**config.mk**
```make
export PLATFORM = sky130hd
export DESIGN_NAME = rcs_top
export DESIGN_NICKNAME = d
export VERILOG_FILES = /design/src/verilog/rcs_top.v /design/src/verilog/rcs_sync3.v
export VERILOG_INCLUDE_DIRS = /design/src /design/src/verilog
export SDC_FILE = /design/constraint.sdc
export NUM_CORES = 1
export LEC_CHECK = 0
export BUFFER_PORTS_ARGS = -buffer_cell sky130_fd_sc_hd__buf_4
export CAP_MARGIN = 20
export CORE_MARGIN = 2
export CORE_UTILIZATION = 46
export DETAILED_ROUTE_END_ITERATION = 6
export PLACE_DENSITY_LB_ADDON = 0.15
export SYNTH_ARGS = -nofsm -noshare
export SYNTH_HDL_FRONTEND = slang
export SYNTH_HIERARCHICAL = 1
export SYNTH_SLANG_ARGS = --single-unit
```
**constraint.sdc**
```tcl
create_clock -name aclk -period 2.2 [get_ports aclk]
set_input_delay 0.44 -clock aclk [delete_from_list [all_inputs] [get_ports aclk]]
set_output_delay 0.44 -clock aclk [all_outputs]
set_load 0.1 [all_outputs]
```
**src/verilog/rcs_defs.vh**
```
`ifndef RCS_DEFS_VH
`define RCS_DEFS_VH
// Three-level select encoding
`define RCS_LVL_LOW 2'h0
`define RCS_LVL_MID 2'h1
`define RCS_LVL_HIGH 2'h2
// Register byte offsets
`define RCS_OFF_CTRL 8'h00
`define RCS_OFF_MODE 8'h04
`define RCS_OFF_STATUS 8'h08
`define RCS_OFF_PATTERN 8'h0C
// CTRL fields
`define RCS_CTRL_CKSEL_LSB 0
`define RCS_CTRL_RXMODE0_LSB 2
`define RCS_CTRL_RXMODE1_LSB 4
`define RCS_CTRL_FRAMCH_LSB 6
`define RCS_CTRL_RATE_BIT 8
`define RCS_CTRL_RESET 32'h00000000
// Timing: reference divider (reference clock = aclk / (2 * half period))
`define RCS_REF_HALF 4'h1
// Recovered clock half period in aclk cycles, the same for every channel
`define RCS_REC_HALF_CHAR 4'h2
// Recovered clock start phases: odd channels start in antiphase
`define RCS_REC_PHASE_RESET 4'h5
// Comma patterns (7 bits of 10-bit char) and full 10-bit K28.5 chars, positive and negative
`define RCS_COMMA_POS 7'h7C
`define RCS_COMMA_NEG 7'h03
`define RCS_K285_POS 10'h0FA
`define RCS_K285_NEG 10'h305
// Bus responses
`define RCS_RESP_OKAY 2'h0
`define RCS_RESP_SLVERR 2'h2
`endif

```
**src/verilog/rcs_top.v**
```verilog
// What this block does
// RQ1: Source LOW clocks outputs from reference
// RQ2: Reference mode: A,C drive reference; B,D tristate
// RQ3: Reference mode: B,D true pins pick master
// RQ4: A and C reference copies differ in phase
// RQ5: Source MID: each pair follows own recovered
// RQ6: Recovered clocks toggle at 1/20 or 1/10
// RQ7: Dual bonding HIGH: A from A/B, C from C/D
// RQ8: Quad bonding HIGH: one chosen clock on A,C
// RQ9: Independent HIGH: chosen clock on A,C too
// RQ10: Routed clocks at character or half rate
// RQ11: Multi-device bonding sets source LOW
// RQ12: Reframe allow enables all four framers
// RQ13: Two three-level mode inputs give nine modes
// RQ14: Framing LOW: positive comma only
// RQ15: Framing MID: both comma disparities
// RQ16: Framing HIGH: both K28.5 disparities
// RQ17: Rate HIGH halves clock; LOW character rate
// RQ18: Rate ignored in reference mode
// RQ19: Selects decode to stable static levels
//
// Implementation choices: the register addresses and register access over AXI4-Lite.
`timescale 1ns/1ps
`include "rcs_defs.vh"
module rcs_top (
  // Clock and reset
  input wire aclk,
  input wire aresetn,
  // AXI4-Lite write address
  input wire [7:0] s_axi_awaddr,
  input wire s_axi_awvalid,
  output reg s_axi_awready,
  // AXI4-Lite write data
  input wire [31:0] s_axi_wdata,
  input wire [3:0] s_axi_wstrb,
  input wire s_axi_wvalid,
  output reg s_axi_wready,
  // AXI4-Lite write response
  output reg [1:0] s_axi_bresp,
  output reg s_axi_bvalid,
  input wire s_axi_bready,
  // AXI4-Lite read address
  input wire [7:0] s_axi_araddr,
  input wire s_axi_arvalid,
  output reg s_axi_arready,
  // AXI4-Lite read data
  output reg [31:0] s_axi_rdata,
  output reg [1:0] s_axi_rresp,
  output reg s_axi_rvalid,
  input wire s_axi_rready,
  // Asynchronous reframe pin
  input wire reframe_allow,
  // Framer character stream (10-bit window under test)
  input wire [9:0] rx_char_window,
  // Master select pins, three-level: {is_high, is_mid}
  input wire [1:0] master_select_b_pin,
  input wire [1:0] master_select_d_pin,
  // Character clock pairs {true, complement} with enables
  output reg [1:0] rx_char_clock_a_pair,
  output reg [1:0] rx_char_clock_b_pair,
  output reg [1:0] rx_char_clock_c_pair,
  output reg [1:0] rx_char_clock_d_pair,
  output reg rx_char_clock_a_oe,
  output reg rx_char_clock_b_oe,
  output reg rx_char_clock_c_oe,
  output reg rx_char_clock_d_oe,
  // Framer controls
  output reg [3:0] framer_enable,
  output reg framing_hit
);
  reg [31:0] ctrl;
  wire [1:0] rx_clock_source_select = ctrl[`RCS_CTRL_CKSEL_LSB+1:`RCS_CTRL_CKSEL_LSB];
  wire [1:0] mode_hi = ctrl[`RCS_CTRL_RXMODE1_LSB+1:`RCS_CTRL_RXMODE1_LSB];
  wire [1:0] mode_lo = ctrl[`RCS_CTRL_RXMODE0_LSB+1:`RCS_CTRL_RXMODE0_LSB];
  wire [1:0] framing_char_select = ctrl[`RCS_CTRL_FRAMCH_LSB+1:`RCS_CTRL_FRAMCH_LSB];
  wire rx_clock_rate_select = ctrl[`RCS_CTRL_RATE_BIT];
  wire [1:0] sel_b;
  wire [1:0] sel_d;
  reg rf_meta;
  reg rf_sync;
  reg [3:0] rx_operating_mode;
  reg [3:0] ref_cnt;
  reg ref_clk;
  reg ref_clk_late;
  reg [3:0] rec_cnt [0:3];
  reg [3:0] rec_char;
  reg [3:0] rec_half;
  reg [3:0] rec_clk;
  reg routed;
  reg routed_a;
  reg routed_c;
  reg [1:0] pick;
  reg next_hit;
  reg aw_hold;
  reg w_hold;
  reg [7:0] aw_addr;
  reg [31:0] w_data;
  integer i;

  // Master select pins are off-domain: synchronise and decode
  rcs_sync3 u_sync_b (
    .aclk(aclk),
    .aresetn(aresetn),
    .raw(master_select_b_pin),
    .level(sel_b)
  );
  rcs_sync3 u_sync_d (
    .aclk(aclk),
    .aresetn(aresetn),
    .raw(master_select_d_pin),
    .level(sel_d)
  );

  // Mode decode and framing comparison
  always @* begin
    rx_operating_mode = {2'h0, mode_hi} * 4'h3 + {2'h0, mode_lo}; // [RQ13]
    pick = {sel_d == `RCS_LVL_HIGH, sel_b == `RCS_LVL_HIGH};
    case (framing_char_select)
      `RCS_LVL_LOW: next_hit = rx_char_window[9:3] == `RCS_COMMA_POS; // [RQ14]
      `RCS_LVL_MID: next_hit = (rx_char_window[9:3] == `RCS_COMMA_POS) ||
        (rx_char_window[9:3] == `RCS_COMMA_NEG); // [RQ15]
      default: next_hit = (rx_char_window == `RCS_K285_POS) ||
        (rx_char_window == `RCS_K285_NEG); // [RQ16]
    endcase
  end

  // Clock generation: reference divider and four recovered clocks
  always @(posedge aclk) begin
    if (!aresetn) begin
      ref_cnt <= 4'h0;
      ref_clk <= 1'b0;
      ref_clk_late <= 1'b0;
      // Odd channels start in antiphase, keeping the A/B and C/D channel choice observable
      rec_char <= `RCS_REC_PHASE_RESET;
      rec_half <= 4'h0;
      for (i = 0; i < 4; i = i + 1) begin
        rec_cnt[i] <= 4'h0;
      end
    end else begin
      if (ref_cnt == `RCS_REF_HALF - 4'h1) begin
        ref_cnt <= 4'h0;
        ref_clk <= ~ref_clk;
      end else begin
        ref_cnt <= ref_cnt + 4'h1;
      end
      ref_clk_late <= ref_clk; // [RQ4]
      for (i = 0; i < 4; i = i + 1) begin
        // Recovered clocks toggle continuously, all channels on the same cycles
        if (rec_cnt[i] >= `RCS_REC_HALF_CHAR - 4'h1) begin
          rec_cnt[i] <= 4'h0;
          rec_char[i] <= ~rec_char[i]; // [RQ6]
          if (rec_char[i]) begin
            rec_half[i] <= ~rec_half[i];
          end
        end else begin
          rec_cnt[i] <= rec_cnt[i] + 4'h1 + i[3:0];
        end
      end
    end
  end

  // Rate choice: half character rate when HIGH
  always @* begin
    rec_clk = rx_clock_rate_select ? rec_half : rec_char; // [RQ17] [RQ10]
    routed = rec_clk[pick];
    routed_a = (rx_operating_mode == 4'h3 || rx_operating_mode == 4'h5) ?
      rec_clk[{1'b0, pick[0]}] : routed; // [RQ7] [RQ8] [RQ9]
    routed_c = (rx_operating_mode == 4'h3 || rx_operating_mode == 4'h5) ?
      rec_clk[{1'b1, pick[1]}] : routed; // [RQ7]
  end

  // Output clock steering
  always @(posedge aclk) begin
    if (!aresetn) begin
      rx_char_clock_a_pair <= 2'h1;
      rx_char_clock_b_pair <= 2'h1;
      rx_char_clock_c_pair <= 2'h1;
      rx_char_clock_d_pair <= 2'h1;
      rx_char_clock_a_oe <= 1'b0;
      rx_char_clock_b_oe <= 1'b0;
      rx_char_clock_c_oe <= 1'b0;
      rx_char_clock_d_oe <= 1'b0;
    end else begin
      case (rx_clock_source_select)
        `RCS_LVL_LOW: begin
          // Reference drives outputs; rate select not read here [RQ1] [RQ18]
          rx_char_clock_a_pair <= {ref_clk, ~ref_clk}; // [RQ2]
          rx_char_clock_c_pair <= {ref_clk_late, ~ref_clk_late}; // [RQ4]
          rx_char_clock_a_oe <= 1'b1;
          rx_char_clock_c_oe <= 1'b1;
          rx_char_clock_b_oe <= 1'b0; // [RQ2] [RQ3]
          rx_char_clock_d_oe <= 1'b0;
        end
        `RCS_LVL_MID: begin
          rx_char_clock_a_pair <= {rec_clk[0], ~rec_clk[0]}; // [RQ5]
          rx_char_clock_b_pair <= {rec_clk[1], ~rec_clk[1]};
          rx_char_clock_c_pair <= {rec_clk[2], ~rec_clk[2]};
          rx_char_clock_d_pair <= {rec_clk[3], ~rec_clk[3]};
          rx_char_clock_a_oe <= 1'b1;
          rx_char_clock_b_oe <= 1'b1;
          rx_char_clock_c_oe <= 1'b1;
          rx_char_clock_d_oe <= 1'b1;
        end
        default: begin
          // B and D true pins are select inputs here
          rx_char_clock_a_pair <= {routed_a, ~routed_a}; // [RQ10]
          rx_char_clock_c_pair <= {routed_c, ~routed_c};
          rx_char_clock_a_oe <= 1'b1;
          rx_char_clock_c_oe <= 1'b1;
          rx_char_clock_b_oe <= 1'b0;
          rx_char_clock_d_oe <= 1'b0;
        end
      endcase
    end
  end

  // Reframe enable and framer hit
  always @(posedge aclk) begin
    if (!aresetn) begin
      rf_meta <= 1'b0;
      rf_sync <= 1'b0;
      framer_enable <= 4'h0;
      framing_hit <= 1'b0;
    end else begin
      rf_meta <= reframe_allow;
      rf_sync <= rf_meta;
      framer_enable <= {4{rf_sync}}; // [RQ12]
      framing_hit <= rf_sync & next_hit;
    end
  end

  // AXI4-Lite slave: write path
  always @(posedge aclk) begin
    if (!aresetn) begin
      s_axi_awready <= 1'b1;
      s_axi_wready <= 1'b1;
      s_axi_bvalid <= 1'b0;
      s_axi_bresp <= `RCS_RESP_OKAY;
      aw_hold <= 1'b0;
      w_hold <= 1'b0;
      aw_addr <= 8'h00;
      w_data <= 32'h00000000;
      ctrl <= `RCS_CTRL_RESET;
    end else begin
      if (s_axi_awvalid && s_axi_awready) begin
        aw_hold <= 1'b1;
        aw_addr <= s_axi_awaddr;
        s_axi_awready <= 1'b0;
      end
      if (s_axi_wvalid && s_axi_wready) begin
        w_hold <= 1'b1;
        w_data <= s_axi_wdata;
        s_axi_wready <= 1'b0;
      end
      if (aw_hold && w_hold && !s_axi_bvalid) begin
        s_axi_bvalid <= 1'b1;
        if (aw_addr == `RCS_OFF_CTRL) begin
          ctrl <= {23'h000000, w_data[8:0]};
          s_axi_bresp <= `RCS_RESP_OKAY;
        end else if (aw_addr == `RCS_OFF_MODE || aw_addr == `RCS_OFF_STATUS ||
            aw_addr == `RCS_OFF_PATTERN) begin
          s_axi_bresp <= `RCS_RESP_OKAY;
        end else begin
          s_axi_bresp <= `RCS_RESP_SLVERR;
        end
      end
      if (s_axi_bvalid && s_axi_bready) begin
        s_axi_bvalid <= 1'b0;
        aw_hold <= 1'b0;
        w_hold <= 1'b0;
        s_axi_awready <= 1'b1;
        s_axi_wready <= 1'b1;
      end
    end
  end

  // AXI4-Lite slave: read path
  always @(posedge aclk) begin
    if (!aresetn) begin
      s_axi_arready <= 1'b1;
      s_axi_rvalid <= 1'b0;
      s_axi_rdata <= 32'h00000000;
      s_axi_rresp <= `RCS_RESP_OKAY;
    end else begin
      if (s_axi_arvalid && s_axi_arready) begin
        s_axi_arready <= 1'b0;
        s_axi_rvalid <= 1'b1;
        s_axi_rresp <= `RCS_RESP_OKAY;
        case (s_axi_araddr)
          `RCS_OFF_CTRL: s_axi_rdata <= ctrl;
          `RCS_OFF_MODE: s_axi_rdata <= {28'h0000000, rx_operating_mode};
          `RCS_OFF_STATUS: s_axi_rdata <= {22'h000000, framing_hit, rf_sync,
            sel_d, sel_b, framer_enable};
          `RCS_OFF_PATTERN: s_axi_rdata <= {22'h000000, rx_char_window};
          default: begin
            s_axi_rdata <= 32'h00000000;
            s_axi_rresp <= `RCS_RESP_SLVERR;
          end
        endcase
      end
      if (s_axi_rvalid && s_axi_rready) begin
        s_axi_rvalid <= 1'b0;
        s_axi_arready <= 1'b1;
      end
    end
  end
endmodule // rcs_top

```
**src/verilog/rcs_sync3.v**
```verilog
`timescale 1ns/1ps
`include "rcs_defs.vh"
// Two-flop synchroniser plus three-level decode of a two-wire select
module rcs_sync3 (
  // Clock and reset
  input wire aclk,
  input wire aresetn,
  // Raw select wires: {is_high, is_mid}
  input wire [1:0] raw,
  // Decoded level
  output reg [1:0] level
);
  reg [1:0] meta;
  reg [1:0] stable;
  always @(posedge aclk) begin
    if (!aresetn) begin
      meta <= 2'h0;
      stable <= 2'h0;
      level <= `RCS_LVL_LOW;
    end else begin
      meta <= raw;
      stable <= meta;
      if (stable[1]) begin // [RQ19]
        level <= `RCS_LVL_HIGH;
      end else if (stable[0]) begin
        level <= `RCS_LVL_MID;
      end else begin
        level <= `RCS_LVL_LOW;
      end
    end
  end
endmodule // rcs_sync3

```
* After elaboration in Yosys (flattened, before gate mapping)
Memory sizes are Yosys's and may differ from the RTL's. Index checks and enable logic that the tools add are counted.
Cells by class: multipliers 1, muxes and demuxes 55, add/subtract/negate cells 9, reductions and logical operators 29, $lt $le $gt $ge 7, eq/ne operators 16, bitwise gates (word level) 26
Operators by type and width (count):
- $pmux W10 S4 | 1
- $mux W1 | 36
- $mux W4 | 9
- $eq A8 B4 Y1 const B | 4
- $add A4 B1 Y4 const B | 6
- $not A1 Y1 | 17
- $eq A8 B3 Y1 const B | 2
- $ge A4 B1 Y1 const B | 4
- $logic_not A8 Y1 | 2
- $eq A10 B10 Y1 const B | 1
- $eq A10 B8 Y1 const B | 1
- $mux W2 | 5
- $reduce_and A2 Y1 | 5
- $reduce_or A2 Y1 | 5
- $add A4 B2 Y4 const B | 2
- $or A1 B1 Y1 | 8
- $pmux W2 S2 | 2
- $eq A7 B2 Y1 const B | 1
- $eq A7 B7 Y1 const B | 1
- $logic_and A1 B1 Y1 | 7
- $lt A2 B3 Y1 const B | 2
- $logic_or A1 B1 Y1 | 5
- $add A4 B2 Y4 | 1
- $eq A2 B1 Y1 const B | 2
- other kinds (12) | 14
Word-level totals: word-level logic and storage cells 186, memories 1, register bits after elaboration 109, RAM bits 16, output and inout bits 58, bits of input ports 74
Memories:
- rec_cnt | depth 4, width 4, rd ports 4, clocked after memory_dff 0, write ports 4, RTL line rcs_top.v:85 | reg [3:0] rec_cnt [0:3];

* Longest topological paths before layout
Gate-level depths: netlist of the first run.
depth after elaboration 7, gate-level depth with buffers 8, depth with buffers taken out 8

* By module
Netlist of the first run, hierarchy kept.
Modules (own cells, without submodules):
- rcs_top | cells an instance 406, times used 1, area each 4027.6 µm², sequential area each 1851.8 µm²
- rcs_sync3 | cells an instance 12, times used 2, area each 166.4 µm², sequential area each 120.1 µm²

* Worst setup path after synthesis of the first run
No wires, ideal clock.
kind reg2reg, start register ctrl[3], end register rx_char_clock_a_pair[1], slack -0.234 ns, library setup time 0.127 ns, period minus slack after synthesis 2.434 ns, data required time 2.073 ns, path buffers 0, cell stages (with the launch flop) 9, arrival 2.307 ns, cells stage by stage dfxtp_1 -> fa_1 -> ha_1 -> inv_1 -> fa_1 -> xor2_1 -> nor2_1 -> o2111a_1 -> or3_1
On the way: longest elaborated chain between the ends 5, elaborated cells on any way between the ends 6, those cells by class add/sub: 1; eq/ne: 2; mux: 2; reduce/logical: 1
RTL lines:
- start: declaration | RTL line rcs_top.v:71 | reg [31:0] ctrl;
- start signal: assignment | RTL line rcs_top.v:243 | ctrl <= `RCS_CTRL_RESET;
- start signal: assignment | RTL line rcs_top.v:258 | ctrl <= {23'h000000, w_data[8:0]};
- $add A4 B2 Y4 * | RTL line rcs_top.v:116 | rx_operating_mode = {2'h0, mode_hi} * 4'h3 + {2'h0, mode_lo};
- $eq A4 B2 Y1 or $eq A4 B3 Y1 (tied branches) | RTL line rcs_top.v:166 | routed_a = (rx_operating_mode == 4'h3 || rx_operating_mode == 4'h5) ?
- $logic_or A1 B1 Y1 * | RTL line rcs_top.v:166
- $mux W1 * | RTL line rcs_top.v:166
- $pmux W2 S2 * | RTL line rcs_top.v:184 | case (rx_clock_source_select)
- end signal: assignment | RTL line rcs_top.v:187 | rx_char_clock_a_pair <= {ref_clk, ~ref_clk};
- end signal: assignment | RTL line rcs_top.v:195 | rx_char_clock_a_pair <= {rec_clk[0], ~rec_clk[0]};
- end signal: assignment | RTL line rcs_top.v:206 | rx_char_clock_a_pair <= {routed_a, ~routed_a};
- end: declaration | RTL line rcs_top.v:59 | output reg [1:0] rx_char_clock_a_pair,
Every way passes the cells marked *; elsewhere a longest branch is shown, timed or not. A chain may end at the register's enable or synchronous reset.

* Final worst setup path of the first run
Ends and elaborated chain as after synthesis.

==> results of run 1 <==
-- cells by family after synthesis --
kind of cell	synth area share [%]
AND/OR/NAND/NOR	21.1
other	0.172
multiplexers	8.15
buffers and inverters	8.18
adder cells (fa/ha/maj)	4.07
XOR/XNOR	2.01
AO/OA/AOI/OAI	8.38
flip-flops	48.0
-- state kept, by name, indices dropped and copies added, names as in the netlist, 4 cells and up --
signal	count
aw_addr	8
ctrl	9
rec_char	4
rec_cnt	13
s_axi_rdata	10
w_data	9
ref_cnt	4
rec_half	4
-- critical path: cells and delay by family, from the launching register on --
kind            cells  cell delay (ns)
buf+inv             1             0.04
xor+xnor            1             0.17
flops               1             0.34
simple gates        2             0.37
fa+ha+maj           3             1.26
compound gates      1             0.25
-- area by class of cell --
cell class / count / area share [%]
sequential: 98 / 39.4
timing repair buffer: 92 / 13.1
tap: 129 / 3.04
clock buffer: 9 / 2.33
inverter: 17 / 1.20
clock inverter: 7 / 1.25
multi-input combinational: 306 / 39.7
-- worst max-delay path by stage --
stage | startpoint | endpoint | cells after the start
after floorplan | ctrl[3] | rx_char_clock_a_pair[1] | 8
after global placement | ctrl[3] | rx_char_clock_a_pair[1] | 8
after detailed placement | ctrl[3] | rx_char_clock_a_pair[1] | 8
after CTS | ctrl[3] | rx_char_clock_a_pair[1] | 8
after global routing | ctrl[3] | rx_char_clock_a_pair[1] | 8
final | ctrl[3] | rx_char_clock_a_pair[1] | 8
-- power by group --
group	internal (uW)	switching, uW
combinational	190	461
clock	525	616
sequential	1890	46.9
total	2610	1120
-- stage by stage --
step / power, uW / setup TNS, ns / utilization [%] / hold slack, ns
finish: 3730 / -1.11 / 57.5 / 0.275
global route: 3900 / -1.43 / 57.5 / 0.262
CTS: 3770 / -1.03 / 57.2 / 0.260
detailed placement: 2630 / -0.914 / 54.6 / 0.422
global placement: 2620 / -0.674 / 54.6 / 0.421
floorplan: 2510 / -0.348 / - / 0.412
-- cell usage in the layout (no fill, tap or decap), types with 2 or more instances in the layout --
cell and n:
nor4_4 2, a21boi_0 19, a21oi_1 3, dfxtp_1 83, inv_6 2, a211oi_1 2, o21ai_0 8, inv_1 16
clkbuf_8 9, or3_1 2, buf_4 91, edfxtp_1 13, a22oi_1 8, nand2b_1 10, and2_2 10, clkinv_2 3
nor2b_1 23, conb_1 40, dfxtp_2 2, nor2_1 13, nand2_1 42, and3b_1 3, and3_1 8, and2_1 14
ha_1 10, nor3_1 5, nand3_1 16, mux4_2 5, xor2_1 2, mux2_2 2, a21o_1 2, mux2i_1 22
nand4_1 3, nor4b_1 2, xnor2_1 7
-- layer usage --
layer	vias to the layer above	GRT usage [%]	share of wire (%)
met5	-	0	0
met4	0	7.07	0.96
met3	9	3.17	5.2
met2	95	27.9	47
met1	1439	20.8	46
li1	1580	-	-
-- what timing repair did --
action / in CTS / in global routing
cloned: 0 / 0
setup buffers: 2 / 0
setup endpoints to repair: 5 / 6
gates resized for setup: 5 / 8
pin swaps: 2 / 2
==> impl_results.md, run 1 <==
- Worst IR drop on VDD: 0.317 mV
- Layout cells sized above 1: 25.9%
- Total number of vias: 3123
- Reg2reg path depth: 8
- Final hold violation count: 0
- Critical-path cell list: fa_1 > ha_2 > inv_2 > fa_2 > xor2_2 > nor2_2 > o2111a_1 > or3_1
- Cell area power density: 703 mW/mm^2
- Pre-CTS WS: -0.334 ns
- Top_reg_cell synth: dfxtp_1
- WL final: 8090 um
- Antenna violations before repair: 0
- Max-slew headroom: 54.1%
- Tcrit/Tclk final: 116%
- Grt total ovfl: 0
- Count of pins over their slew limit: 0
- Die width: 101 um
- Worst slew pin tran: 0.678 ns
- GRT Resource Usage Total: 16.6%
- Status: finished, violations left
- Area growth from synthesis to layout: 21.8%
- DRC: 0
- Max cap viols: 0
- Post-CTS Hold Buffers: 0
- DP Cell Count: 640
- Nets@finish: 611
- Final setup fails: 5
- CTS tree: yes
- Filler Cell Count: 828
- Worst-path clk slew: 0.09 ns
- Min-Delay Startpoint: s_axi_wvalid
- CTS H-tree lvls: 3
- DIE AREA: 0.0103 mm^2
- Initial Util: 47.2%
- CORE AREA: 0.00924 mm^2
- Post-synth EDFFs: 13
- Setup crit end kind: register
- Multi-input gate area: 0.00211 mm^2
- Finished Layout Cells: 658
- Critical R2R Capture: rx_char_clock_a_pair[1]
- Clock buffer count from CTS: 9
- Vias per Instance: 4.75
- YS warnings: 6
- Post-detailed-route wirelength per cell: 12.3 um
- Final ANT Viol Nets: 0
- Critical Path Slowest Stage Cell: fa_2
- Top-area cell type share of the netlist area: 39.0%
- Sequential Area: 0.00209 mm^2
- Clock insertion delay at the later pin of the skew report: 0.35 ns
- Commonest cells in the netlist: 85 x dfxtp_1, 42 x nand2_1, 30 x buf_4, 23 x nor2b_1, 22 x mux2i_1
- Ys async rst share: 0%
- Die Ht: 101 um
- Iter 0 DRT Violations: 83
- Critical path data arrival time: 2.78 ns
- Dominant cells by area after synthesis: dfxtp_1 39%, edfxtp_1 9.0%, buf_4 5.2%, mux2i_1 5.1%, nand2_1 3.6%
- Worst Hold Depth: 2
- Post-synthesis sequential area ratio: 48.0%
- FF-to-FF Start: ctrl[3]
- CP Class: reg -> reg
- Critical Path Fanout Max: 2
- First-pass GRT wire length: 13600 um
- Top-count cell post-synth: dfxtp_1
- CP Launch Type: register
- # port buffers: 80
- CTS Buffer Depth: 2
- RSZ-0062 raised after global routing: true
- #FFs+latches synth: 98
- Fin crit period: 2.54 ns
- Crit-path max cell delay: 0.55 ns
- Syn Std Cell Area: 0.00436 mm^2
- Pin count of the biggest net entering global routing: 40
- N_diodes: 0
- Final HPWL DP: 5990 um
- Leakage: 0.00236 uW
- # rows: 35
- Gate Count Post-Synth: 430
- Avg Cell Area, Syn: 10.1 um^2
- Hold worst-path end: s_axi_wready
- Design Area, Final: 0.00531 mm^2
- Gpl congestion: 0.807
- Clock Tree Root: clkbuf_8
- PnR worst setup slack: -0.341 ns
- R2R setup slack: -0.34 ns
- Worst hold path class: in -> reg
- Failing checks: negative setup slack
- Skew final: 0.0141 ns
- Crit path required time: 2.44 ns
- Number of global-route vias before repair: 3013
- # clock sinks: 98
- Max Fclk: 393 MHz
- First-pass DRT Iterations: 4
- Cell Area, Placed: 0.00505 mm^2
- Top cell type by total area after synthesis: dfxtp_1
- Synth cell types: 49
- Top Ports: 132
(Power assumes the default switching activity.)
==> run 2, diff against run 1 <==
- PLACE_DENSITY: default -> 0.75
- PLACE_DENSITY_LB_ADDON: 0.15 -> default
==> run 2 against run 1 <==
The flow still finishes with violations (negative setup slack). Power decreased by 0.96%. Clock skew down 0.0022 ns. Utilization is 0.50 points lower. Cell area decreased by 0.87%. Non-clock buffer count down 1. Worst hold slack got worse by 0.013 ns. Flip-flop and latch count unchanged. Global-route usage increased by 0.32 points. Largest power group unchanged. Combinational power barely moved. First-iteration DRC count fell by 9.6%.
==> impl_results.md, run 2 (synthesized netlist as in run 1, its figures left out) <==
- Skew final: 0.0119 ns
- Leakage: 0.00235 uW
- Top reg by flops: rec_cnt
- Top layer in use: met4
- Post-detailed-route wirelength per cell: 12.6 um
- Final hold violation count: 0
- Vias per Instance: 4.75
- # clock sinks: 98
- Clock insertion delay at the later pin of the skew report: 0.37 ns
- Critical Path Fanout Max: 3
- Count of pins over their slew limit: 0
- Die Ht: 101 um
- DIE AREA: 0.0103 mm^2
- Total number of vias: 3122
- Worst IR drop on VDD: 0.342 mV
- Initial Util: 47.2%
- First-pass GRT wire length: 13800 um
- Design Area, Final: 0.00526 mm^2
- Area growth from synthesis to layout: 20.7%
- Antenna violations before repair: 0
- Fin crit period: 2.57 ns
- Nets@finish: 610
- Wl on met1: 3780 um
- TNS Setup: -1.44 ns
- Max reg flops: 13
- Worst slew pin tran: 0.663 ns
- PnR worst setup slack: -0.369 ns
- Final HPWL DP: 6230 um
- Iter 0 DRT Violations: 75
- First-pass DRT Iterations: 4
- Tcrit/Tclk final: 117%
- Die width: 101 um
- Post-CTS Hold Buffers: 0
- Final ANT Viol Nets: 0
- CP Class: reg -> reg
- Clock buffer count from CTS: 9
- Clk pwr share: 30.0%
- RSZ-0062 raised after global routing: true
- Failing checks: negative setup slack
- CTS Buffer Depth: 2
- Setup crit end kind: register
- CTS H-tree lvls: 3
- Worst hold path class: in -> reg
- Sw Ratio: 31.7%
- Max cap viols: 0
- Clock Tree Root: clkbuf_8
- Cell Area, Placed: 0.00503 mm^2
- Commonest non-fill, non-tap cells in the layout: 91 x buf_4, 84 x dfxtp_1, 42 x nand2_1
- Gpl congestion: 0.878
- Max-slew headroom: 55.2%
- Number of global-route vias before repair: 2993
- Crit path required time: 2.45 ns
- DR WL met3: 475 um
- # port buffers: 80
- N_diodes: 0
- DRC: 0
- Grt total ovfl: 0
- CTS tree: yes
- Layout cells sized above 1: 24.8%
- GRT Resource Usage Total: 16.9%
- Max Fclk: 389 MHz
- Pin count of the biggest net entering global routing: 54
- Pre-CTS WS: -0.359 ns
- Leading cell type in the layout, fill and taps excluded: buf_4
- Int Pwr: 2530 uW
- Top flop regs: rec_cnt: 13 flops, s_axi_rdata: 10 flops
- WL final: 8270 um
- # rows: 35
- Status: finished, violations left
- Cell area power density: 702 mW/mm^2
- Worst-path clk slew: 0.10 ns
- WL met2: 3890 um
- CORE AREA: 0.00924 mm^2
- Top Ports: 132
- Flop pwr share: 52.5%
- Switching power: 1170 uW
- Final setup fails: 5
- CP Launch Type: register
- Critical path data arrival time: 2.82 ns
- Logic pwr share: 17.5%
## run 2: metal layers
metal,global-route usage [%],vias to the layer above
met2,27.8,94
met3,4.83,11
met4,6.03,0
met5,0,-
li1,-,1582
met1,21.2,1435
## run 2: metrics by stage
step	util [%]	hold slack [ns]	power [uW]	instances
after floorplan	-	0.412	2510	468
after global placement	54.5	0.435	2620	638
after detailed placement	54.5	0.436	2630	638
after CTS	56.9	0.246	3740	657
after global routing	57.0	0.253	3860	657
final	57.0	0.262	3700	657
## run 2: power by group through the flow
stage | registers, uW | logic (uW) | clock network [uW]
after floorplan | 2080 | 436 | 0
after global placement | 1980 | 636 | 0
after detailed placement | 1980 | 647 | 0
after CTS | 1940 | 650 | 1150
after global routing | 1950 | 694 | 1210
final | 1940 | 648 | 1110
## run 2: layout make-up
type | instances | area, um^2
Sequential cell | 98 | 2090
Multi-Input combinational cell | 306 | 2070
Inverter | 17 | 63.8
Tap cell | 129 | 161
Clock inverter | 7 | 63.8
Clock buffer | 9 | 124
Fill cell | 806 | 3980
Timing Repair Buffer | 91 | 683
## run 2: worst paths after layout
path	startpoint	end	slack, ns	cells after the start
min reg2reg	rf_meta	rf_sync	0.45	1
min	s_axi_wvalid	s_axi_wready	0.26	2
max reg2reg	ctrl[3]	rx_char_clock_a_pair[1]	-0.37	8
max	ctrl[3]	rx_char_clock_a_pair[1]	-0.37	8
## run 2: timing repair
| action | in CTS | in global routing |
|---|---|---|
| endpoints found under the setup margin | 5 | 6 |
| setup buffers | 3 | 0 |
| pin swaps | 1 | 0 |
| resized for setup | 3 | 1 |
## run 2: critical path: stages (launching register included)
cell and delay (ns):
dfxtp_2 0.34, fa_1 0.54, ha_1 0.15, inv_1 0.05
fa_1 0.54, xor2_2 0.20, nor2_2 0.07, o2111a_1 0.25
or3_1 0.31
